===== config.mk =====
export PLATFORM = sky130hd
export DESIGN_NAME = comparator_output_control
export DESIGN_NICKNAME = d
export VERILOG_FILES = /design/src/rtl/cmp_ctrl_pkg.sv /design/src/rtl/comparator_output_control.sv
export SDC_FILE = /design/constraint.sdc
export NUM_CORES = 1
export LEC_CHECK = 0
export BUFFER_PORTS_ARGS = -buffer_cell sky130_fd_sc_hd__buf_2
export CAP_MARGIN = 20
export CELL_PAD_IN_SITES_DETAIL_PLACEMENT = 1
export CELL_PAD_IN_SITES_GLOBAL_PLACEMENT = 1
export CORE_MARGIN = 8
export CORE_UTILIZATION = 36
export DETAILED_ROUTE_END_ITERATION = 6
export MAX_ROUTING_LAYER = met4
export PLACE_DENSITY_LB_ADDON = 0.1
export SETUP_SLACK_MARGIN = 0.5
export SYNTH_ARGS = -nofsm -noshare
export SYNTH_HDL_FRONTEND = slang
export SYNTH_SLANG_ARGS = --single-unit

===== constraint.sdc =====
create_clock -name sys_clk -period 1.5 [get_ports sys_clk]
set_input_delay 0.15 -clock sys_clk [delete_from_list [all_inputs] [get_ports sys_clk]]
set_output_delay 0.15 -clock sys_clk [all_outputs]
set_load 0.01 [all_outputs]

===== src/rtl/cmp_ctrl_pkg.sv =====
// Package: register map, field layout and types of the comparator control block
package cmp_ctrl_pkg;
    // APB byte addresses
    localparam logic [11:0] ADDR_MODE = 12'h09D;
    localparam logic [11:0] ADDR_MODE_BYTE = 12'h274;
    localparam logic [11:0] ADDR_INSEL = 12'h000;
    localparam logic [11:0] ADDR_CTRL = 12'h004;
    localparam logic [11:0] ADDR_STATUS = 12'h008;
    localparam logic [11:0] ADDR_IRQ_STAT = 12'h00C;
    localparam logic [11:0] ADDR_IRQ_EN = 12'h010;
    localparam logic [11:0] ADDR_IRQ_CLR = 12'h014;
    // Mode control register
    localparam logic [7:0] MODE_RESET = 8'h02;
    localparam logic [7:0] MODE_WMASK = 8'h33;
    localparam int MODE_RISE_BIT = 5;
    localparam int MODE_FALL_BIT = 4;
    // Input select fields
    localparam logic [7:0] INSEL_RESET = 8'h00;
    localparam int INSEL_POS_LSB = 4;
    localparam int INSEL_NEG_LSB = 0;
    // Control register bits
    localparam logic [7:0] CTRL_RESET = 8'h00;
    localparam int CTRL_EN_BIT = 0;
    localparam int CTRL_OD_LATCHED_BIT = 1;
    localparam int CTRL_OD_RAW_BIT = 2;
    localparam int CTRL_RST_EN_BIT = 3;
    localparam int CTRL_WAKE_EN_BIT = 4;
    localparam int CTRL_ROUTE_LATCHED_BIT = 5;
    localparam int CTRL_ROUTE_RAW_BIT = 6;
    // Interrupt status layout
    localparam int IRQ_RISE_BIT = 0;
    localparam int IRQ_FALL_BIT = 1;
    localparam logic [1:0] IRQ_RESET = 2'h0;

    typedef struct packed {
        logic [3:0] pos_sel;
        logic [3:0] neg_sel;
    } input_sel_s;

    typedef struct packed {
        logic data_out;
        logic out_en;
    } pin_drive_s;
endpackage


===== src/rtl/comparator_output_control.sv =====
// Comparator output control: APB registers, latched/raw outputs, edge events
//
// Behaviour
// RULE1 - Two comparator results go to pins, one latched on sys_clk and one raw and asynchronous.
// RULE2 - The raw result is combinational from the comparator so it tracks with no clock running.
// RULE3 - With the comparator disabled both routed pin outputs are driven low.
// RULE4 - Software can poll the result, and it feeds an interrupt and an oscillator wake request.
// RULE5 - Software can enable the result as a device reset source.
// RULE6 - The input select register holds a four-bit positive and a four-bit negative field.
// RULE7 - Software sets comparator input pins to analog and skipped by the crossbar.
// RULE8 - Each routed output pin is configurable as open-drain or push-pull.
// RULE9 - Rise and fall flags set on latched result edges, interrupting only when enabled.
`timescale 1ns/1ps
`default_nettype none

module comparator_output_control (
    input wire logic sys_clk,
    input wire logic resetn,
    input wire logic psel,
    input wire logic penable,
    input wire logic pwrite,
    input wire logic [11:0] paddr,
    input wire logic [31:0] pwdata,
    output logic [31:0] prdata,
    output logic pready,
    output logic pslverr,
    input wire logic cmp_analog_out,
    output logic cmp_enable,
    output logic [3:0] positive_input_field,
    output logic [3:0] negative_input_field,
    output logic [1:0] response_select,
    output logic latched_compare_out,
    output logic latched_pin_o,
    output logic latched_pin_oe,
    output logic raw_compare_out,
    output logic raw_pin_o,
    output logic raw_pin_oe,
    output logic irq,
    output logic wake_req,
    output logic reset_req
);
    logic [7:0] mode_q;
    cmp_ctrl_pkg::input_sel_s insel_q;
    logic [7:0] ctrl_q;
    logic [1:0] irq_stat_q;
    logic [1:0] irq_en_q;
    logic sync1_q;
    logic sync2_q;
    logic prev_q;
    logic bus_wr;
    logic bus_rd;
    logic addr_ok;
    logic [1:0] edge_ev;
    logic [1:0] clr_req;
    logic raw_val;
    cmp_ctrl_pkg::pin_drive_s raw_drv;

    function automatic logic hit(input logic [11:0] a);
        hit = (a == cmp_ctrl_pkg::ADDR_MODE_BYTE) || (a == cmp_ctrl_pkg::ADDR_INSEL)
            || (a == cmp_ctrl_pkg::ADDR_CTRL) || (a == cmp_ctrl_pkg::ADDR_STATUS)
            || (a == cmp_ctrl_pkg::ADDR_IRQ_STAT) || (a == cmp_ctrl_pkg::ADDR_IRQ_EN)
            || (a == cmp_ctrl_pkg::ADDR_IRQ_CLR);
    endfunction

    // Pin drive: open-drain drives only low
    function automatic cmp_ctrl_pkg::pin_drive_s drive(input logic val, input logic od, input logic route);
        drive.data_out = val;
        drive.out_en = route && (!od || !val);
    endfunction

    assign addr_ok = hit(paddr);
    assign bus_wr = psel && penable && pwrite && addr_ok;
    assign bus_rd = psel && !penable && !pwrite;

    // APB: one-cycle access phase, error on unmapped address
    always_ff @(posedge sys_clk or negedge resetn) begin
        if (!resetn) begin
            pready <= 1'b0;
            pslverr <= 1'b0;
        end else begin
            pready <= psel && !penable;
            pslverr <= psel && !penable && !addr_ok;
        end
    end

    always_ff @(posedge sys_clk or negedge resetn) begin
        if (!resetn) begin
            prdata <= 32'h0000_0000;
        end else if (bus_rd) begin
            case (paddr)
                cmp_ctrl_pkg::ADDR_MODE_BYTE: prdata <= {24'h000000, mode_q};
                cmp_ctrl_pkg::ADDR_INSEL: prdata <= {24'h000000, insel_q}; // see RULE6
                cmp_ctrl_pkg::ADDR_CTRL: prdata <= {24'h000000, ctrl_q};
                cmp_ctrl_pkg::ADDR_STATUS: prdata <= {31'h0000_0000, sync2_q}; // see RULE4
                cmp_ctrl_pkg::ADDR_IRQ_STAT: prdata <= {30'h0000_0000, irq_stat_q};
                cmp_ctrl_pkg::ADDR_IRQ_EN: prdata <= {30'h0000_0000, irq_en_q};
                default: prdata <= 32'h0000_0000;
            endcase
        end
    end

    // Configuration registers
    always_ff @(posedge sys_clk or negedge resetn) begin
        if (!resetn) begin
            mode_q <= cmp_ctrl_pkg::MODE_RESET;
            insel_q <= cmp_ctrl_pkg::INSEL_RESET;
            ctrl_q <= cmp_ctrl_pkg::CTRL_RESET;
            irq_en_q <= cmp_ctrl_pkg::IRQ_RESET;
        end else if (bus_wr && pready) begin
            case (paddr)
                cmp_ctrl_pkg::ADDR_MODE_BYTE: mode_q <= pwdata[7:0] & cmp_ctrl_pkg::MODE_WMASK;
                cmp_ctrl_pkg::ADDR_INSEL: insel_q <= pwdata[7:0]; // see RULE6
                cmp_ctrl_pkg::ADDR_CTRL: ctrl_q <= {1'b0, pwdata[6:0]};
                cmp_ctrl_pkg::ADDR_IRQ_EN: irq_en_q <= pwdata[1:0];
                default: ;
            endcase
        end
    end

    // Comparator result synchroniser
    always_ff @(posedge sys_clk or negedge resetn) begin
        if (!resetn) begin
            sync1_q <= 1'b0;
            sync2_q <= 1'b0;
            prev_q <= 1'b0;
        end else begin
            sync1_q <= cmp_analog_out;
            sync2_q <= sync1_q;
            prev_q <= sync2_q;
        end
    end

    // Edge events, gated by per-edge enables in mode register
    assign edge_ev[cmp_ctrl_pkg::IRQ_RISE_BIT] = ctrl_q[cmp_ctrl_pkg::CTRL_EN_BIT] && sync2_q && !prev_q
        && mode_q[cmp_ctrl_pkg::MODE_RISE_BIT]; // see RULE9
    assign edge_ev[cmp_ctrl_pkg::IRQ_FALL_BIT] = ctrl_q[cmp_ctrl_pkg::CTRL_EN_BIT] && !sync2_q && prev_q
        && mode_q[cmp_ctrl_pkg::MODE_FALL_BIT]; // see RULE9
    assign clr_req = (bus_wr && pready && paddr == cmp_ctrl_pkg::ADDR_IRQ_CLR) ? pwdata[1:0] : 2'h0;

    // Sticky flags, set wins over clear
    always_ff @(posedge sys_clk or negedge resetn) begin
        if (!resetn) begin
            irq_stat_q <= cmp_ctrl_pkg::IRQ_RESET;
        end else begin
            irq_stat_q <= (irq_stat_q & ~clr_req) | edge_ev; // see RULE9
        end
    end

    // Registered outputs
    always_ff @(posedge sys_clk or negedge resetn) begin
        if (!resetn) begin
            irq <= 1'b0;
            wake_req <= 1'b0;
            reset_req <= 1'b0;
            latched_compare_out <= 1'b0;
            latched_pin_o <= 1'b0;
            latched_pin_oe <= 1'b0;
            cmp_enable <= 1'b0;
            positive_input_field <= 4'h0;
            negative_input_field <= 4'h0;
            response_select <= cmp_ctrl_pkg::MODE_RESET[1:0];
        end else begin
            irq <= |(irq_stat_q & irq_en_q); // see RULE4
            wake_req <= ctrl_q[cmp_ctrl_pkg::CTRL_WAKE_EN_BIT] && ctrl_q[cmp_ctrl_pkg::CTRL_EN_BIT]
                && sync2_q; // see RULE4
            reset_req <= ctrl_q[cmp_ctrl_pkg::CTRL_RST_EN_BIT] && ctrl_q[cmp_ctrl_pkg::CTRL_EN_BIT]
                && !sync2_q; // see RULE5
            latched_compare_out <= ctrl_q[cmp_ctrl_pkg::CTRL_EN_BIT] && sync2_q; // see RULE1
            {latched_pin_o, latched_pin_oe} <= drive(ctrl_q[cmp_ctrl_pkg::CTRL_EN_BIT] && sync2_q,
                ctrl_q[cmp_ctrl_pkg::CTRL_OD_LATCHED_BIT],
                ctrl_q[cmp_ctrl_pkg::CTRL_ROUTE_LATCHED_BIT]); // see RULE3 see RULE8
            cmp_enable <= ctrl_q[cmp_ctrl_pkg::CTRL_EN_BIT];
            positive_input_field <= insel_q.pos_sel; // see RULE6
            negative_input_field <= insel_q.neg_sel;
            response_select <= mode_q[1:0];
        end
    end

    // Raw path: no flip-flop so it works with the clock stopped
    assign raw_val = ctrl_q[cmp_ctrl_pkg::CTRL_EN_BIT] && cmp_analog_out; // see RULE2 see RULE3
    assign raw_drv = drive(raw_val, ctrl_q[cmp_ctrl_pkg::CTRL_OD_RAW_BIT],
        ctrl_q[cmp_ctrl_pkg::CTRL_ROUTE_RAW_BIT]); // see RULE8
    assign raw_compare_out = raw_val; // see RULE1
    assign raw_pin_o = raw_drv.data_out;
    assign raw_pin_oe = raw_drv.out_en;

    a_disabled_low: assert property (@(posedge sys_clk) disable iff (!resetn)
        !ctrl_q[cmp_ctrl_pkg::CTRL_EN_BIT] |=> !latched_pin_o && !latched_compare_out) // see RULE3
        else $error("latched output not low while disabled");
    a_raw_disabled: assert property (@(posedge sys_clk) disable iff (!resetn)
        !ctrl_q[cmp_ctrl_pkg::CTRL_EN_BIT] |-> !raw_pin_o) // see RULE3
        else $error("raw output not low while disabled");
    a_latched_delay: assert property (@(posedge sys_clk) disable iff (!resetn)
        cmp_enable && $past(ctrl_q[cmp_ctrl_pkg::CTRL_EN_BIT], 1) |-> latched_compare_out == $past(sync2_q, 1)
        ) // see RULE1
        else $error("latched output does not follow synchronised result");
    a_raw_tracks: assert property (@(posedge sys_clk) disable iff (!resetn)
        raw_compare_out == (ctrl_q[cmp_ctrl_pkg::CTRL_EN_BIT] && cmp_analog_out)) // see RULE2
        else $error("raw output not tracking comparator");
    a_rise_flag: assert property (@(posedge sys_clk) disable iff (!resetn)
        $rose(sync2_q) && ctrl_q[cmp_ctrl_pkg::CTRL_EN_BIT] && mode_q[cmp_ctrl_pkg::MODE_RISE_BIT]
        |=> irq_stat_q[cmp_ctrl_pkg::IRQ_RISE_BIT]) // see RULE9
        else $error("rise flag not set");
    a_fall_gated: assert property (@(posedge sys_clk) disable iff (!resetn)
        $fell(sync2_q) && !mode_q[cmp_ctrl_pkg::MODE_FALL_BIT] && !irq_stat_q[cmp_ctrl_pkg::IRQ_FALL_BIT]
        |=> !irq_stat_q[cmp_ctrl_pkg::IRQ_FALL_BIT]) // see RULE9
        else $error("fall flag set while disabled");
    a_irq_level: assert property (@(posedge sys_clk) disable iff (!resetn)
        |(irq_stat_q & irq_en_q) |=> irq) // see RULE4
        else $error("interrupt not raised");
    a_reset_src: assert property (@(posedge sys_clk) disable iff (!resetn)
        reset_req |-> $past(ctrl_q[cmp_ctrl_pkg::CTRL_RST_EN_BIT], 1)) // see RULE5
        else $error("reset request without enable");
    a_od_never_high: assert property (@(posedge sys_clk) disable iff (!resetn)
        ctrl_q[cmp_ctrl_pkg::CTRL_OD_RAW_BIT] |-> !(raw_pin_oe && raw_pin_o)) // see RULE8
        else $error("open-drain pin driven high");
    a_insel_field: assert property (@(posedge sys_clk) disable iff (!resetn)
        bus_wr && pready && paddr == cmp_ctrl_pkg::ADDR_INSEL
        |=> ##1 positive_input_field == $past(pwdata[7:4], 2)) // see RULE6
        else $error("positive field not applied");

    // Bus timing checks
    a_pready_pulse: assert property (@(posedge sys_clk) disable iff (!resetn)
        pready |=> !pready)
        else $error("pready longer than one cycle");

    a_pready_setup: assert property (@(posedge sys_clk) disable iff (!resetn)
        psel && !penable |=> pready)
        else $error("pready missing after setup");

    a_pready_idle: assert property (@(posedge sys_clk) disable iff (!resetn)
        !psel |=> !pready)
        else $error("pready without select");

    a_slverr_ready: assert property (@(posedge sys_clk) disable iff (!resetn)
        pslverr |-> pready)
        else $error("pslverr without pready");

    a_slverr_addr: assert property (@(posedge sys_clk) disable iff (!resetn)
        psel && !penable && !addr_ok |=> pslverr)
        else $error("unmapped address not refused");

    a_no_slverr_ok: assert property (@(posedge sys_clk) disable iff (!resetn)
        psel && !penable && addr_ok |=> !pslverr)
        else $error("mapped address refused");

    a_prdata_hold: assert property (@(posedge sys_clk) disable iff (!resetn)
        !bus_rd |=> $stable(prdata))
        else $error("read data changed without read");

    a_status_read: assert property (@(posedge sys_clk) disable iff (!resetn)
        bus_rd && paddr == cmp_ctrl_pkg::ADDR_STATUS |=> prdata == {31'h0000_0000, $past(sync2_q)}) // see RULE4
        else $error("status read wrong");

    // Register content checks
    a_mode_mask: assert property (@(posedge sys_clk) disable iff (!resetn)
        (mode_q & ~cmp_ctrl_pkg::MODE_WMASK) == 8'h00)
        else $error("mode reserved bits set");

    a_mode_reserved: assert property (@(posedge sys_clk) disable iff (!resetn)
        mode_q[7:6] == 2'h0)
        else $error("mode top bits set");

    a_ctrl_top: assert property (@(posedge sys_clk) disable iff (!resetn)
        !ctrl_q[7])
        else $error("control top bit set");

    a_enable_copy: assert property (@(posedge sys_clk) disable iff (!resetn)
        cmp_enable == $past(ctrl_q[cmp_ctrl_pkg::CTRL_EN_BIT]))
        else $error("enable copy wrong");

    a_resp_copy: assert property (@(posedge sys_clk) disable iff (!resetn)
        response_select == $past(mode_q[1:0]))
        else $error("response select copy wrong");

    a_pos_copy: assert property (@(posedge sys_clk) disable iff (!resetn)
        positive_input_field == $past(insel_q.pos_sel)) // see RULE6
        else $error("positive field copy wrong");

    a_neg_field: assert property (@(posedge sys_clk) disable iff (!resetn)
        bus_wr && pready && paddr == cmp_ctrl_pkg::ADDR_INSEL
        |=> ##1 negative_input_field == $past(pwdata[3:0], 2)) // see RULE6
        else $error("negative field not applied");

    // Result path checks
    a_sync_chain: assert property (@(posedge sys_clk) disable iff (!resetn)
        sync2_q == $past(sync1_q))
        else $error("synchroniser chain broken");

    a_raw_pin_val: assert property (@(posedge sys_clk) disable iff (!resetn)
        raw_pin_o == raw_compare_out) // see RULE1
        else $error("raw pin value wrong");

    a_latched_pin_val: assert property (@(posedge sys_clk) disable iff (!resetn)
        latched_pin_o == latched_compare_out) // see RULE1
        else $error("latched pin value wrong");

    a_raw_route: assert property (@(posedge sys_clk) disable iff (!resetn)
        !ctrl_q[cmp_ctrl_pkg::CTRL_ROUTE_RAW_BIT] |-> !raw_pin_oe) // see RULE8
        else $error("raw pin driven while not routed");

    a_latched_route: assert property (@(posedge sys_clk) disable iff (!resetn)
        !ctrl_q[cmp_ctrl_pkg::CTRL_ROUTE_LATCHED_BIT] |=> !latched_pin_oe) // see RULE8
        else $error("latched pin driven while not routed");

    a_raw_oe_pp: assert property (@(posedge sys_clk) disable iff (!resetn)
        ctrl_q[cmp_ctrl_pkg::CTRL_ROUTE_RAW_BIT] && !ctrl_q[cmp_ctrl_pkg::CTRL_OD_RAW_BIT] |-> raw_pin_oe) // see RULE8
        else $error("push-pull raw pin not driven");

    a_od_latched: assert property (@(posedge sys_clk) disable iff (!resetn)
        $past(ctrl_q[cmp_ctrl_pkg::CTRL_OD_LATCHED_BIT]) |-> !(latched_pin_oe && latched_pin_o)) // see RULE8
        else $error("open-drain latched pin driven high");

    a_wake_src: assert property (@(posedge sys_clk) disable iff (!resetn)
        wake_req |-> $past(ctrl_q[cmp_ctrl_pkg::CTRL_WAKE_EN_BIT]) && $past(sync2_q)) // see RULE4
        else $error("wake request without cause");

    a_reset_level: assert property (@(posedge sys_clk) disable iff (!resetn)
        reset_req |-> !$past(sync2_q)) // see RULE5
        else $error("reset request while result high");

    // Flag and interrupt checks
    a_irq_gated: assert property (@(posedge sys_clk) disable iff (!resetn)
        irq |-> $past(|(irq_stat_q & irq_en_q))) // see RULE9
        else $error("interrupt without enabled flag");

    a_clear_flag: assert property (@(posedge sys_clk) disable iff (!resetn)
        clr_req[cmp_ctrl_pkg::IRQ_RISE_BIT] && !edge_ev[cmp_ctrl_pkg::IRQ_RISE_BIT]
        |=> !irq_stat_q[cmp_ctrl_pkg::IRQ_RISE_BIT]) // see RULE9
        else $error("rise flag not cleared");

    a_flag_sticky: assert property (@(posedge sys_clk) disable iff (!resetn)
        irq_stat_q[cmp_ctrl_pkg::IRQ_FALL_BIT] && !clr_req[cmp_ctrl_pkg::IRQ_FALL_BIT]
        |=> irq_stat_q[cmp_ctrl_pkg::IRQ_FALL_BIT]) // see RULE9
        else $error("fall flag lost");

    a_rise_needs_en: assert property (@(posedge sys_clk) disable iff (!resetn)
        $rose(irq_stat_q[cmp_ctrl_pkg::IRQ_RISE_BIT])
        |-> $past(mode_q[cmp_ctrl_pkg::MODE_RISE_BIT]) && $past(ctrl_q[cmp_ctrl_pkg::CTRL_EN_BIT])) // see RULE9
        else $error("rise flag set while disabled");

    a_fall_needs_en: assert property (@(posedge sys_clk) disable iff (!resetn)
        $rose(irq_stat_q[cmp_ctrl_pkg::IRQ_FALL_BIT]) |-> $past(mode_q[cmp_ctrl_pkg::MODE_FALL_BIT])) // see RULE9
        else $error("fall flag set without enable");

    // Open-drain release seen on a routed pin
    c_od_release: cover property (@(posedge sys_clk) disable iff (!resetn)
        ctrl_q[cmp_ctrl_pkg::CTRL_OD_RAW_BIT] && ctrl_q[cmp_ctrl_pkg::CTRL_ROUTE_RAW_BIT] && !raw_pin_oe);

    c_rise_irq: cover property (@(posedge sys_clk) disable iff (!resetn) $rose(irq));
    c_fall_flag: cover property (@(posedge sys_clk) disable iff (!resetn)
        $rose(irq_stat_q[cmp_ctrl_pkg::IRQ_FALL_BIT]));
    c_reset_req: cover property (@(posedge sys_clk) disable iff (!resetn) $rose(reset_req));
    c_wake: cover property (@(posedge sys_clk) disable iff (!resetn) $rose(wake_req));
endmodule

`default_nettype wire


Word level (Yosys, flattened, before mapping)
Index checks and enable logic that the tools add are counted.
{ "word_totals": {"register_bits": 76, "in_bits": 50, "output_inout_bits": 54, "word_cells": 77} }
{ "classes": {"eq_ne": 6, "muxes": 2, "bitwise": 4, "n_reduce_logical": 44} }
{ "op_table": {"columns": ["cell", "n"], "rows": [
  ["$pmux 8 s6", 1],
  ["$eq 12x4->1 const B", 2],
  ["$eq 12x5->1 const B", 2],
  ["$logic_and 1x1->1", 21],
  ["$eq 12x10->1 const B", 1],
  ["$eq 12x3->1 const B", 1],
  ["$logic_not 12->1", 1],
  ["$logic_not 1->1", 9],
  ["$logic_or 1x1->1", 8],
  ["$reduce_and 2->1", 4],
  ["$and 2x2->2", 2],
  ["$mux 2", 1],
  ["$not 2->2", 1],
  ["$or 2x2->2", 1],
  ["$reduce_or 2->1", 1]
]} }

Longest topological paths before layout
Gate-level depths: netlist of run 1.
{ "logic_depth": {"ltp_word": 14, "mapped_depth": 6, "depth_no_buf": 4} }

Worst setup path before layout of run 1
No wires, ideal clock.
{ "synth_timing": {"path_kind": "input port to flip-flop", "from": "input port paddr[7]", "to": "register ctrl_q[0]", "setup_ns": 0.125, "arrival_time_ns": 1.719, "required_time_ns": 1.375, "path_slack_ns": -0.344, "stages": 6, "n_path_buf": 2, "cell_sequence": "or4_4 -> buf_6 -> nor4_4 -> and3_1 -> buf_6 -> mux2_4"} }
{ "synth_between": {"elab_chain_cells": 10, "word_cells_on_any_way": 16, "cone_classes": "eq/ne (6); reduce/logical (10)"} }
{ "synth_lines": {"columns": ["element", "line", "text"], "rows": [
  ["start, declared", "comparator_output_control.sv:22", "input wire logic [11:0] paddr,"],
  ["$eq 12x10->1 / $logic_not 12->1 (equally long branches)", "comparator_output_control.sv:59", "hit = (a == cmp_ctrl_pkg::ADDR_MODE_BYTE) || (a == cmp_ctrl_pkg::ADDR_INSEL)"],
  ["$logic_or 1x1->1", "comparator_output_control.sv:59", null],
  ["$logic_or 1x1->1 (2 in series)", "comparator_output_control.sv:60", "|| (a == cmp_ctrl_pkg::ADDR_CTRL) || (a == cmp_ctrl_pkg::ADDR_STATUS)"],
  ["$logic_or 1x1->1 (2 in series)", "comparator_output_control.sv:61", "|| (a == cmp_ctrl_pkg::ADDR_IRQ_STAT) || (a == cmp_ctrl_pkg::ADDR_IRQ_EN)"],
  ["$logic_or 1x1->1", "comparator_output_control.sv:62", "|| (a == cmp_ctrl_pkg::ADDR_IRQ_CLR);"],
  ["$logic_and 1x1->1", "comparator_output_control.sv:72", "assign bus_wr = psel && penable && pwrite && addr_ok;"],
  ["$logic_and 1x1->1", "comparator_output_control.sv:109", "end else if (bus_wr && pready) begin"],
  ["$reduce_and 2->1 (no source line) *", null, null],
  ["end signal, assigned", "comparator_output_control.sv:107", "ctrl_q <= cmp_ctrl_pkg::CTRL_RESET;"],
  ["end signal, assigned", "comparator_output_control.sv:113", "cmp_ctrl_pkg::ADDR_CTRL: ctrl_q <= {1'b0, pwdata[6:0]};"],
  ["end, declared", "comparator_output_control.sv:44", "logic [7:0] ctrl_q;"]
]} }
Mark *: on every way between the ends. The rest lies on a longest branch, timed or not.
A chain may end at the register's enable or synchronous reset.

Worst setup path after layout of run 1
{ "layout_timing": {"from": "input port paddr[7]", "to": "register ctrl_q[4]"} }
Same word-level chain as after synthesis.

==> flow_results.xml, run 1 <==
<?xml version="1.0" encoding="UTF-8"?>
<metrics>
  <group name="synthesis">
    <metric name="post_synth_inst_count" unit="">189</metric>
    <metric name="synth_adder_area_share" unit="%">0</metric>
    <metric name="yosys.area_share.simple" unit="%">13.9</metric>
    <metric name="synth_warnings" unit="">0</metric>
    <metric name="synth_enable_flop_cells" unit="">0</metric>
    <metric name="postSynth.asyncResetShare" unit="%">100</metric>
    <metric name="synth_top_family_by_area" unit="">multiplexers</metric>
    <metric name="synth.yosys.seq_area_share" unit="%">53.9</metric>
    <metric name="synth-compound-area-share" unit="%">6.05</metric>
    <metric name="mappedNetlistArea" unit="mm^2">0.00242</metric>
    <metric name="synth_register_bits" unit="">52</metric>
    <metric name="synth.distinct_cells" unit="">43</metric>
    <metric name="synth_mux_area_share" unit="%">15.6</metric>
    <metric name="syn-mean-instance-area" unit="um^2">12.8</metric>
    <metric name="post_synth_xor_area_fraction" unit="%">0</metric>
    <metric name="ys_top_cells_by_area" unit="">sky130_fd_sc_hd__dfrtp_1 (52%), sky130_fd_sc_hd__mux2_4 (9.3%), sky130_fd_sc_hd__buf_4 (8.1%)</metric>
    <metric name="ys_dominant_reg_cell" unit="">sky130_fd_sc_hd__dfrtp_1</metric>
    <metric name="yosysTopAreaCell" unit="">sky130_fd_sc_hd__dfrtp_1</metric>
    <metric name="yosys.area.top_type_share" unit="%">51.7</metric>
  </group>
  <group name="timing">
    <metric name="final_period_minus_worst_setup_slack" unit="ns">1.48</metric>
    <metric name="final_hold_violating_endpoints" unit="">0</metric>
    <metric name="finClkSkew" unit="ns">0.0108</metric>
    <metric name="finalHoldWorstSlack" unit="ns">0.0187</metric>
    <metric name="rsz0062_at_grt" unit="">true</metric>
    <metric name="final-setup-viol-count" unit="">0</metric>
    <metric name="max_freq" unit="MHz">676</metric>
    <metric name="timing.setup.tns" unit="ns">0</metric>
    <metric name="final_period_util" unit="%">98.7</metric>
    <metric name="finalMaxSlewViolations" unit="">0</metric>
  </group>
  <group name="floorplan">
    <metric name="fp-row-count" unit="">30</metric>
    <metric name="core_region_area" unit="mm^2">0.00664</metric>
    <metric name="start_util" unit="%">36.4</metric>
    <metric name="fp.dieArea" unit="mm^2">0.00960</metric>
    <metric name="die_w" unit="um">98.0</metric>
    <metric name="die_h" unit="um">98.0</metric>
    <metric name="design.portCount" unit="">104</metric>
  </group>
  <group name="grt">
    <metric name="globalRouteMet1Util" unit="%">17.0</metric>
    <metric name="grt.total_usage" unit="%">13.8</metric>
    <metric name="wire_length_of_the_first_global_routing_pass" unit="um">10300</metric>
    <metric name="gr-usage-met2" unit="%">21.9</metric>
    <metric name="top_usage_layer" unit="">met2</metric>
    <metric name="global_route.overflow_total" unit="">0</metric>
    <metric name="grt_start_max_net_pins" unit="">53</metric>
    <metric name="antenna_found_initial" unit="">0</metric>
    <metric name="groute.layer.met3.usage" unit="%">2.77</metric>
    <metric name="vias_in_the_first_global_route" unit="">1900</metric>
  </group>
  <group name="place">
    <metric name="post-place-cells" unit="">335</metric>
    <metric name="place.gp.congestion" unit="">0.759</metric>
    <metric name="place.detailed.hpwl" unit="um">4600</metric>
    <metric name="place.port_buffers" unit="">55</metric>
    <metric name="place_area" unit="mm^2">0.00283</metric>
  </group>
  <group name="layout">
    <metric name="final_cell_count_no_fill" unit="">358</metric>
    <metric name="fraction_of_final_layout_cells_with_drive_strength_greater_than_1" unit="%">54.0</metric>
    <metric name="antenna-diode-count" unit="">0</metric>
    <metric name="stdcell_area" unit="mm^2">0.00324</metric>
    <metric name="layout.filler_cells" unit="">723</metric>
    <metric name="multi_input_comb_area" unit="mm^2">0.00109</metric>
    <metric name="sequential_cell_area" unit="mm^2">0.00131</metric>
    <metric name="fin_nets" unit="">327</metric>
    <metric name="area.growth.synth_to_final" unit="%">33.7</metric>
  </group>
  <group name="setup_path">
    <metric name="cp_cell_sequence" unit="">buf_6, or4_4, nor4_4, and3_4, buf_6, mux2_4</metric>
    <metric name="critPathKind" unit="">input pin to flop</metric>
    <metric name="critical_path_cell_count" unit="">6</metric>
    <metric name="worstSetupStartpointType" unit="">input pin</metric>
    <metric name="cp_slowest_stage_delay" unit="ns">0.58</metric>
    <metric name="reg2regPathDepth" unit="">4</metric>
    <metric name="crit_top_cell" unit="">sky130_fd_sc_hd__buf_6</metric>
    <metric name="crit_path_top_delay_cell" unit="">sky130_fd_sc_hd__or4_4</metric>
    <metric name="critical_path_buf_inv_count" unit="">2</metric>
    <metric name="crit_fanout" unit="">4</metric>
    <metric name="timing.critical_path.max_delay_family" unit="">simple AND/OR/NAND/NOR gates</metric>
    <metric name="cp_data_required_time" unit="ns">1.70</metric>
    <metric name="endpoint_kind" unit="">flop</metric>
    <metric name="crit_arrival" unit="ns">1.68</metric>
  </group>
  <group name="drt">
    <metric name="drt_drc_violations_left" unit="">0</metric>
    <metric name="avgViaCountPerCell" unit="">4.80</metric>
    <metric name="detail_route.wl_per_cell" unit="um">17.7</metric>
    <metric name="route.vias.total" unit="">1719</metric>
    <metric name="drt_iter0_drc" unit="">36</metric>
    <metric name="final_wirelength" unit="um">6330</metric>
    <metric name="ant_nets" unit="">0</metric>
    <metric name="detailedRoute.firstPassIterationCount" unit="">4</metric>
  </group>
  <group name="power">
    <metric name="power_leakage" unit="nW">1.71</metric>
    <metric name="power.density_cell_area" unit="mW/mm^2">769</metric>
    <metric name="irDropWorstVdd" unit="V">0.000395</metric>
    <metric name="final_power" unit="mW">2.49</metric>
  </group>
  <group name="clock_tree">
    <metric name="clk_latency" unit="ns">0.31</metric>
    <metric name="clkSlewWorstSetupHoldPaths" unit="ns">0.09</metric>
    <metric name="cts_tree" unit="">yes</metric>
    <metric name="cts.sink_count" unit="">52</metric>
    <metric name="clock-root-buffer" unit="">sky130_fd_sc_hd__clkbuf_8</metric>
    <metric name="cts_htree_levels" unit="">2</metric>
    <metric name="number_of_buffers_added_by_the_clock_tree_synthesis_step" unit="">5</metric>
    <metric name="cts.path.max_buffers" unit="">2</metric>
  </group>
  <group name="min_path">
    <metric name="hold_path.class" unit="">input pin to flop</metric>
    <metric name="hold-path-cell-count" unit="">2</metric>
  </group>
  <group name="outcome">
    <metric name="run_status" unit="">complete, no violations</metric>
  </group>
  <group name="flow_run">
    <metric name="drv_cap" unit="">0</metric>
  </group>
</metrics>
## timing repair
action                     in CTS  in global routing
hold endpoints to repair       51                  0
setup endpoints to repair      42                 57
gates resized for setup        25                 21
hold buffers                    2                  0
buffers inserted                5                  8
pin swaps                      11                 10
## area by class of cell
| class | instances | area share [%] |
|---|---|---|
| clock buffer | 5 | 2.13 |
| clock inverter | 3 | 0.696 |
| inverter | 3 | 0.348 |
| multi-input combinational | 123 | 33.6 |
| sequential | 52 | 40.3 |
| tap | 80 | 3.09 |
| timing repair buffer | 92 | 19.8 |
## cell families after synthesis
family,Yosys count
flip-flops,52
AND/OR/NAND/NOR,51
buffers and inverters,37
multiplexers,28
AO/OA/AOI/OAI,20
other,1
## cell usage after synthesis (4+ instances only)
master / n
sky130_fd_sc_hd__mux2_4: 15
sky130_fd_sc_hd__clkbuf_1: 5
sky130_fd_sc_hd__nand2_1: 11
sky130_fd_sc_hd__o31ai_1: 4
sky130_fd_sc_hd__mux2_2: 8
sky130_fd_sc_hd__nor2_1: 6
sky130_fd_sc_hd__o21ai_0: 4
sky130_fd_sc_hd__mux2i_1: 4
sky130_fd_sc_hd__nand4_1: 5
sky130_fd_sc_hd__buf_4: 26
sky130_fd_sc_hd__dfrtp_1: 50
## metal layers
layer | wire [um] | vias up
li1 | - | 795
met1 | 2850 | 865
met2 | 3130 | 52
met3 | 255 | 7
met4 | 101 | 0
met5 | 0 | -
## worst register-to-register path, stage by stage, from the launching register on
cell	delay, ns
sky130_fd_sc_hd__dfrtp_1	0.36
sky130_fd_sc_hd__and4_4	0.24
sky130_fd_sc_hd__and2b_2	0.22
sky130_fd_sc_hd__nand4_1	0.18
sky130_fd_sc_hd__mux2_4	0.34
## final timing paths
path                                   start                      endpoint  slack (ns)
max                                 paddr[7]         ctrl_q[4]$_DFFE_PN0P_        0.02
min                                  penable              pready$_DFF_PN0_        0.02
max reg2reg                 pready$_DFF_PN0_       irq_en_q[0]$_DFFE_PN0P_        0.06
min reg2reg                sync1_q$_DFF_PN0_             sync2_q$_DFF_PN0_        0.36
max in group asynchronous             resetn  response_select[1]$_DFF_PN1_        0.84
min in group asynchronous             resetn         prdata[5]$_DFFE_PN0P_        0.36
## registers in the layout, summed over array words and instances, names as in the netlist
name / count
irq_en_q: 2
positive_input_field: 4
irq: 1
irq_stat_q: 2
negative_input_field: 4
sync2_q: 1
wake_req: 1
prdata: 8
pslverr: 1
latched_pin_o: 1
sync1_q: 1
latched_pin_oe: 1
insel_q: 8
prev_q: 1
ctrl_q: 7
response_select: 2
reset_req: 1
cmp_enable: 1
pready: 1
mode_q: 4
## stage by stage
stage | setup WS, ns | utilization [%]
floorplan | -0.237 | -
global placement | -0.316 | 42.6
detailed placement | -0.346 | 42.6
CTS | 0.0232 | 46.2
global route | -0.0110 | 48.7
finish | 0.0201 | 48.7
## power by group
group / switching [mW] / internal (mW) / leakage, nW
sequential: 0.00947 / 1.41 / 0.706
clock: 0.492 / 0.336 / 0.0485
combinational: 0.143 / 0.0966 / 0.956
total: 0.644 / 1.84 / 1.71
## placed cells by master, fill, tap and decap left out, drive strengths merged, types with 4 or more instances in the layout
master | netlist | layout
buf | 29 | 90
clkbuf | 5 | 5
conb | 1 | 24
dfrtp | 50 | 50
inv | 3 | 4
mux2 | 23 | 23
mux2i | 4 | 4
nand2 | 11 | 11
nand4 | 5 | 5
nor2 | 6 | 6
o21ai | 4 | 4
o31ai | 4 | 4
Note: power is estimated with default switching activity, not from simulation.
==> inputs of run 2 (changes only) <==
==> constraint.sdc (replaced) <==
create_clock -name sys_clk -period 1.5 [get_ports sys_clk]
set_input_delay 0.075 -clock sys_clk [delete_from_list [all_inputs] [get_ports sys_clk]]
set_output_delay 0.075 -clock sys_clk [all_outputs]
set_load 0.01 [all_outputs]
==> run 2 against run 1 <==
- combinational power fell by 4%
- sequential share of layout area rose by 0.27 points
- sequential power barely moved
- non-clock buffer count fell by 3
- first-iteration DRC count rose by 33%
- wire length fell by 1.9%
- worst hold slack got worse by 0.0085 ns
- sequential cell count did not move
- largest cell class unchanged
- via count fell by 1.9%
- count of clock-buffer cells in the layout rose by 1
- die area did not move
- clock skew barely moved
==> flow_results.xml, run 2 (synthesis gave the netlist of run 1 again) <==
<?xml version="1.0" encoding="UTF-8"?>
<metrics>
  <group name="outcome">
    <metric name="run_status" unit="">complete, no violations</metric>
  </group>
  <group name="setup_path">
    <metric name="crit_arrival" unit="ns">1.60</metric>
    <metric name="cp_data_required_time" unit="ns">1.69</metric>
    <metric name="crit_fanout" unit="">4</metric>
    <metric name="reg2regPathDepth" unit="">5</metric>
    <metric name="worstSetupStartpointType" unit="">input pin</metric>
    <metric name="rr_endpoint" unit="">mode_q[5]$_DFFE_PN0P_</metric>
    <metric name="crit-reg2reg-launch" unit="">pready$_DFF_PN0_</metric>
    <metric name="endpoint_kind" unit="">flop</metric>
    <metric name="critPathKind" unit="">input pin to flop</metric>
    <metric name="cp-endpoint" unit="">ctrl_q[0]$_DFFE_PN0P_</metric>
    <metric name="startpoint" unit="">paddr[7]</metric>
    <metric name="rrSetupSlack" unit="ns">0.09</metric>
  </group>
  <group name="drt">
    <metric name="avgViaCountPerCell" unit="">4.75</metric>
    <metric name="drt_iter0_drc" unit="">48</metric>
    <metric name="drt_drc_violations_left" unit="">0</metric>
    <metric name="detail_route.wl_per_cell" unit="um">17.5</metric>
    <metric name="final_wirelength" unit="um">6210</metric>
    <metric name="detailedRoute.firstPassIterationCount" unit="">4</metric>
    <metric name="ant_nets" unit="">0</metric>
    <metric name="route.vias.total" unit="">1687</metric>
  </group>
  <group name="timing">
    <metric name="final_period_minus_worst_setup_slack" unit="ns">1.41</metric>
    <metric name="finClkSkew" unit="ns">0.0111</metric>
    <metric name="postLayoutSetupSlackWorst" unit="ns">0.0916</metric>
    <metric name="final_hold_violating_endpoints" unit="">0</metric>
    <metric name="finalMaxSlewViolations" unit="">0</metric>
    <metric name="max_freq" unit="MHz">710</metric>
    <metric name="finalHoldWorstSlack" unit="ns">0.0103</metric>
    <metric name="final-setup-viol-count" unit="">0</metric>
    <metric name="rsz0062_at_grt" unit="">true</metric>
    <metric name="final_period_util" unit="%">93.9</metric>
  </group>
  <group name="flow_run">
    <metric name="drv_cap" unit="">0</metric>
  </group>
  <group name="power">
    <metric name="irDropWorstVdd" unit="V">0.000355</metric>
    <metric name="power.density_cell_area" unit="mW/mm^2">760</metric>
    <metric name="final_power" unit="mW">2.44</metric>
    <metric name="power_leakage" unit="nW">1.67</metric>
  </group>
  <group name="clock_tree">
    <metric name="clkSlewWorstSetupHoldPaths" unit="ns">0.10</metric>
    <metric name="cts.sink_count" unit="">52</metric>
    <metric name="clk_latency" unit="ns">0.30</metric>
    <metric name="clock-root-buffer" unit="">sky130_fd_sc_hd__clkbuf_8</metric>
    <metric name="cts_tree" unit="">yes</metric>
    <metric name="number_of_buffers_added_by_the_clock_tree_synthesis_step" unit="">5</metric>
    <metric name="cts_htree_levels" unit="">2</metric>
    <metric name="cts.path.max_buffers" unit="">2</metric>
  </group>
  <group name="floorplan">
    <metric name="die_w" unit="um">98.0</metric>
    <metric name="design.portCount" unit="">104</metric>
    <metric name="die_h" unit="um">98.0</metric>
    <metric name="fp.dieArea" unit="mm^2">0.00960</metric>
    <metric name="fp-row-count" unit="">30</metric>
    <metric name="start_util" unit="%">36.4</metric>
    <metric name="core_region_area" unit="mm^2">0.00664</metric>
  </group>
  <group name="layout">
    <metric name="reg.largest.list" unit="">insel_q x8, prdata x8, ctrl_q x7</metric>
    <metric name="antenna-diode-count" unit="">0</metric>
    <metric name="layout.cells.most_common" unit="">sky130_fd_sc_hd__buf_2</metric>
    <metric name="fin_nets" unit="">324</metric>
    <metric name="final_cell_mix" unit="">sky130_fd_sc_hd__buf_2 (51), sky130_fd_sc_hd__dfrtp_1 (49), sky130_fd_sc_hd__conb_1 (24), sky130_fd_sc_hd__buf_4 (24), sky130_fd_sc_hd__mux2_4 (20)</metric>
    <metric name="area.growth.synth_to_final" unit="%">32.8</metric>
    <metric name="final_cell_count_no_fill" unit="">355</metric>
    <metric name="fraction_of_final_layout_cells_with_drive_strength_greater_than_1" unit="%">53.8</metric>
  </group>
  <group name="grt">
    <metric name="vias_in_the_first_global_route" unit="">1908</metric>
    <metric name="antenna_found_initial" unit="">0</metric>
    <metric name="wire_length_of_the_first_global_routing_pass" unit="um">10000</metric>
    <metric name="global_route.overflow_total" unit="">0</metric>
    <metric name="grt.total_usage" unit="%">13.4</metric>
    <metric name="grt_start_max_net_pins" unit="">53</metric>
  </group>
  <group name="place">
    <metric name="post-place-cells" unit="">335</metric>
    <metric name="place.gp.congestion" unit="">0.774</metric>
    <metric name="place.detailed.hpwl" unit="um">4610</metric>
    <metric name="place_worst_setup_slack" unit="ns">-0.296</metric>
    <metric name="place.port_buffers" unit="">55</metric>
  </group>
  <group name="min_path">
    <metric name="hold_path.class" unit="">input pin to flop</metric>
    <metric name="timing.hold.worst.start" unit="">pwdata[3]</metric>
  </group>
</metrics>
==> run 2: cell types whose count changed in the layout (fill, tap and decap cells not counted), sizes merged <==
| cell | previous run | this run |
|---|---|---|
| buf | 90 | 86 |
| clkinvlp | 0 | 1 |
| clkinv | 2 | 1 |
| clkbuf | 5 | 6 |
| inv | 4 | 3 |
| dlygate4sd3 | 2 | 3 |
==> run 2: layout make-up <==
class,instances,area [um^2]
clock buffers,6,72.6
flip-flops and latches,52,1310
well taps,80,100
fillers,728,3430
inverters,3,11.3
repair buffers,89,602
clock inverters,2,16.3
multi-input cells,123,1110
==> run 2: critical path: stages <==
cell,delay (ns)
sky130_fd_sc_hd__buf_6,0.09
sky130_fd_sc_hd__or4_4,0.58
sky130_fd_sc_hd__nor4_4,0.20
sky130_fd_sc_hd__and3_4,0.24
sky130_fd_sc_hd__buf_6,0.12
sky130_fd_sc_hd__mux2_4,0.29
==> run 2: how the worst min path moves through the flow <==
stage / end / slack, ns / depth (start not counted)
after CTS: ctrl_q[3]$_DFFE_PN0P_ / 0.003 / 2
after global placement: pready$_DFF_PN0_ / 0.08 / 2
after global routing: insel_q[3]$_DFFE_PN0P_ / 0.004 / 2
after detailed placement: pslverr$_DFF_PN0_ / 0.09 / 2
after floorplan: cmp_enable$_DFF_PN0_ / -0.22 / 0
final: insel_q[3]$_DFFE_PN0P_ / 0.01 / 2
==> run 2: stage by stage <==
step / util, % / setup TNS (ns) / cell area, um^2
floorplan: - / -2.24 / 2510
global placement: 42.6 / -5.14 / 2830
detailed placement: 42.6 / -5.96 / 2830
CTS: 46.9 / 0 / 3120
global route: 48.4 / 0 / 3210
finish: 48.4 / 0 / 3210
==> run 2: repair_timing <==
item,in CTS,in global routing
hold buffers,3,0
setup buffers,8,1
pin swaps,7,3
setup endpoints to repair,36,38
hold endpoints to repair,52,0
resized for setup,29,19
==> run 2: report_power, final <==
| part | switching (mW) | leakage, nW | total [mW] | internal, mW |
|---|---|---|---|---|
| Combinational | 0.140 | 0.927 | 0.229 | 0.0896 |
| Clock | 0.460 | 0.0414 | 0.792 | 0.333 |
| Sequential | 0.00777 | 0.706 | 1.42 | 1.41 |
| Total | 0.607 | 1.67 | 2.44 | 1.83 |
==> run 2: per-layer routing <==
layer	routed length (um)	GRT usage (%)	vias to the layer above	part of all wire, %
met2	3090	22.1	42	50
met5	0	-	-	0
met3	253	2.99	4	4.1
met1	2810	16.1	854	45
met4	55	3.60	0	0.89
li1	-	-	787	-
==> inputs of run 3 (changes only) <==
==> constraint.sdc (replaced) <==
create_clock -name sys_clk -period 1.39 [get_ports sys_clk]
set_input_delay 0.0695 -clock sys_clk [delete_from_list [all_inputs] [get_ports sys_clk]]
set_output_delay 0.0695 -clock sys_clk [all_outputs]
set_load 0.01 [all_outputs]
==> run 3 against run 2 <==
- the flow now finishes with violations (negative setup slack)
- final area rose by 5.3%
- sequential power rose by 8%
- final cell count rose by 4.2%
- count of clock-buffer cells in the layout fell by 1
- global-route usage rose by 0.66 points
- sequential share of layout area fell by 2.1 points
- via count rose by 3.0%
- worst setup slack got worse by 0.15 ns
- critical path type is now flop to flop
==> flow_results.xml, run 3 (synthesis gave the netlist of run 1 again) <==
<?xml version="1.0" encoding="UTF-8"?>
<metrics>
  <group name="drt">
    <metric name="detailedRoute.firstPassIterationCount" unit="">3</metric>
    <metric name="detail_route.wl_per_cell" unit="um">17.2</metric>
    <metric name="drt_iter0_drc" unit="">23</metric>
    <metric name="drt_drc_violations_left" unit="">0</metric>
    <metric name="route.vias.total" unit="">1738</metric>
    <metric name="final_wirelength" unit="um">6380</metric>
    <metric name="avgViaCountPerCell" unit="">4.70</metric>
    <metric name="ant_nets" unit="">0</metric>
  </group>
  <group name="flow_run">
    <metric name="drv_cap" unit="">0</metric>
  </group>
  <group name="setup_path">
    <metric name="crit_arrival" unit="ns">1.63</metric>
    <metric name="critical_path_buf_inv_count" unit="">0</metric>
    <metric name="startpoint" unit="">pready$_DFF_PN0_</metric>
    <metric name="critPathKind" unit="">flop to flop</metric>
    <metric name="crit-reg2reg-launch" unit="">pready$_DFF_PN0_</metric>
    <metric name="cp_data_required_time" unit="ns">1.58</metric>
    <metric name="endpoint_kind" unit="">flop</metric>
    <metric name="cp_slowest_stage_delay" unit="ns">0.36</metric>
    <metric name="cp_cell_sequence" unit="">and4_4, and2b_2, nand4_1, mux2_4</metric>
    <metric name="timing.critical_path.max_delay_family" unit="">simple AND/OR/NAND/NOR gates</metric>
    <metric name="crit_path_top_delay_cell" unit="">sky130_fd_sc_hd__dfrtp_1</metric>
    <metric name="worstSetupStartpointType" unit="">flop</metric>
    <metric name="crit_fanout" unit="">3</metric>
  </group>
  <group name="power">
    <metric name="final_power" unit="mW">2.62</metric>
    <metric name="p_switching" unit="uW">638</metric>
    <metric name="switching_share" unit="%">24.4</metric>
    <metric name="seq_power_share" unit="%">58.7</metric>
    <metric name="power_leakage" unit="nW">1.77</metric>
    <metric name="clkPwrFrac" unit="%">31.1</metric>
    <metric name="irDropWorstVdd" unit="V">0.000349</metric>
    <metric name="power.combinational.fraction" unit="%">10.2</metric>
    <metric name="internal_power" unit="mW">1.98</metric>
    <metric name="power.density_cell_area" unit="mW/mm^2">773</metric>
  </group>
  <group name="timing">
    <metric name="finalMaxSlewViolations" unit="">0</metric>
    <metric name="postLayoutSetupSlackWorst" unit="ns">-0.0537</metric>
    <metric name="finClkSkew" unit="ns">0.00483</metric>
    <metric name="final-setup-viol-count" unit="">12</metric>
    <metric name="max_freq" unit="MHz">693</metric>
    <metric name="finalHoldWorstSlack" unit="ns">0.0211</metric>
    <metric name="final_period_util" unit="%">104</metric>
    <metric name="final_hold_violating_endpoints" unit="">0</metric>
    <metric name="rsz0062_at_grt" unit="">true</metric>
    <metric name="final_period_minus_worst_setup_slack" unit="ns">1.44</metric>
  </group>
  <group name="place">
    <metric name="place.port_buffers" unit="">55</metric>
    <metric name="place.detailed.hpwl" unit="um">4630</metric>
    <metric name="place.gp.congestion" unit="">0.755</metric>
    <metric name="post-place-cells" unit="">337</metric>
    <metric name="place_area" unit="mm^2">0.00285</metric>
  </group>
  <group name="clock_tree">
    <metric name="clkSlewWorstSetupHoldPaths" unit="ns">0.09</metric>
    <metric name="cts_htree_levels" unit="">2</metric>
    <metric name="cts.path.max_buffers" unit="">2</metric>
    <metric name="cts.sink_count" unit="">52</metric>
    <metric name="clk_latency" unit="ns">0.30</metric>
    <metric name="clock-root-buffer" unit="">sky130_fd_sc_hd__clkbuf_8</metric>
    <metric name="number_of_buffers_added_by_the_clock_tree_synthesis_step" unit="">5</metric>
    <metric name="cts_tree" unit="">yes</metric>
  </group>
  <group name="floorplan">
    <metric name="start_util" unit="%">36.4</metric>
    <metric name="fp.dieArea" unit="mm^2">0.00960</metric>
    <metric name="core_region_area" unit="mm^2">0.00664</metric>
    <metric name="fp-row-count" unit="">30</metric>
    <metric name="die_h" unit="um">98.0</metric>
    <metric name="design.portCount" unit="">104</metric>
    <metric name="die_w" unit="um">98.0</metric>
  </group>
  <group name="outcome">
    <metric name="failed_checks" unit="">negative setup slack</metric>
    <metric name="run_status" unit="">finished with violations</metric>
  </group>
  <group name="layout">
    <metric name="final_cell_mix" unit="">sky130_fd_sc_hd__dfrtp_1 (50), sky130_fd_sc_hd__buf_2 (47), sky130_fd_sc_hd__buf_4 (34)</metric>
    <metric name="stdcell_area" unit="mm^2">0.00338</metric>
    <metric name="area.growth.synth_to_final" unit="%">39.9</metric>
    <metric name="fraction_of_final_layout_cells_with_drive_strength_greater_than_1" unit="%">57.2</metric>
    <metric name="layout.filler_cells" unit="">731</metric>
    <metric name="layout.cells.most_common" unit="">sky130_fd_sc_hd__dfrtp_1</metric>
    <metric name="antenna-diode-count" unit="">0</metric>
    <metric name="fin_nets" unit="">340</metric>
    <metric name="layout.core_utilization" unit="%">50.9</metric>
    <metric name="reg.largest.list" unit="">insel_q x8, prdata x8, ctrl_q x7</metric>
    <metric name="final_cell_count_no_fill" unit="">370</metric>
  </group>
  <group name="min_path">
    <metric name="timing.hold.worst.start" unit="">pwdata[2]</metric>
    <metric name="hold_path.class" unit="">input pin to flop</metric>
  </group>
  <group name="grt">
    <metric name="vias_in_the_first_global_route" unit="">2020</metric>
    <metric name="global_route.overflow_total" unit="">0</metric>
    <metric name="grt.total_usage" unit="%">14.1</metric>
    <metric name="grt_start_max_net_pins" unit="">53</metric>
    <metric name="wire_length_of_the_first_global_routing_pass" unit="um">10600</metric>
    <metric name="antenna_found_initial" unit="">0</metric>
  </group>
</metrics>
-- run 3: cell count changes in the layout (fill, tap and decap cells not counted), moves of 2 or more --
cell                            before  now
sky130_fd_sc_hd__buf_2              51   47
sky130_fd_sc_hd__nor3b_1             2    0
sky130_fd_sc_hd__buf_4              24   34
sky130_fd_sc_hd__o31ai_2             1    3
sky130_fd_sc_hd__o31ai_4             3    1
sky130_fd_sc_hd__nor3b_2             0    2
sky130_fd_sc_hd__dlygate4sd3_1       3    5
sky130_fd_sc_hd__buf_6               9   18
-- run 3: repair_timing --
action,4_1_cts,5_1_grt
pin swaps,11,9
hold buffers,5,0
setup buffers,12,9
endpoints found under the hold margin,55,0
resized for setup,36,23
setup endpoints to repair,55,66
-- run 3: through the flow --
step | worst slack (ns) | TNS, ns
after floorplan | -0.266 | -4.39
after global placement | -0.357 | -7.94
after detailed placement | -0.361 | -8.52
after CTS | -0.0282 | -0.0413
after global routing | -0.0930 | -0.729
final | -0.0537 | -0.357
-- run 3: path summary, 6_finish.rpt --
kind	to	slack (ns)	depth (start not counted)
min in group asynchronous	pslverr$_DFF_PN0_	0.28	3
setup reg to reg	irq_en_q[0]$_DFFE_PN0P_	-0.05	4
max in group asynchronous	mode_q[1]$_DFFE_PN1P_	0.81	3
setup / recovery	irq_en_q[0]$_DFFE_PN0P_	-0.05	4
hold reg to reg	sync2_q$_DFF_PN0_	0.37	0
hold / removal	ctrl_q[2]$_DFFE_PN0P_	0.02	2
-- run 3: cell type report --
type	count	area, um^2	share of cell area (%)
Clock buffer	5	68.8	2.03
Clock inverter	2	12.5	0.370
Inverter	3	11.3	0.333
Multi-Input combinational cell	123	1120	33.2
Sequential cell	52	1300	38.5
Tap cell	80	100	2.96
Timing Repair Buffer	105	763	22.6
-- run 3: metal layers --
layer	GRT usage, %	routed length (um)	share of wire [%]
met3	3.41	269	4.2
met2	22.0	3100	49
met1	18.1	2930	46
met4	2.88	75	1.2
met5	-	0	0
-- run 3: power by group through the flow --
stage / sequential (mW) / combinational [mW] / clock [mW]
final: 1.53 / 0.268 / 0.814
after floorplan: 1.56 / 0.138 / 0
after global routing: 1.54 / 0.298 / 0.912
after global placement: 1.56 / 0.225 / 0
after detailed placement: 1.56 / 0.227 / 0
after CTS: 1.53 / 0.259 / 0.863
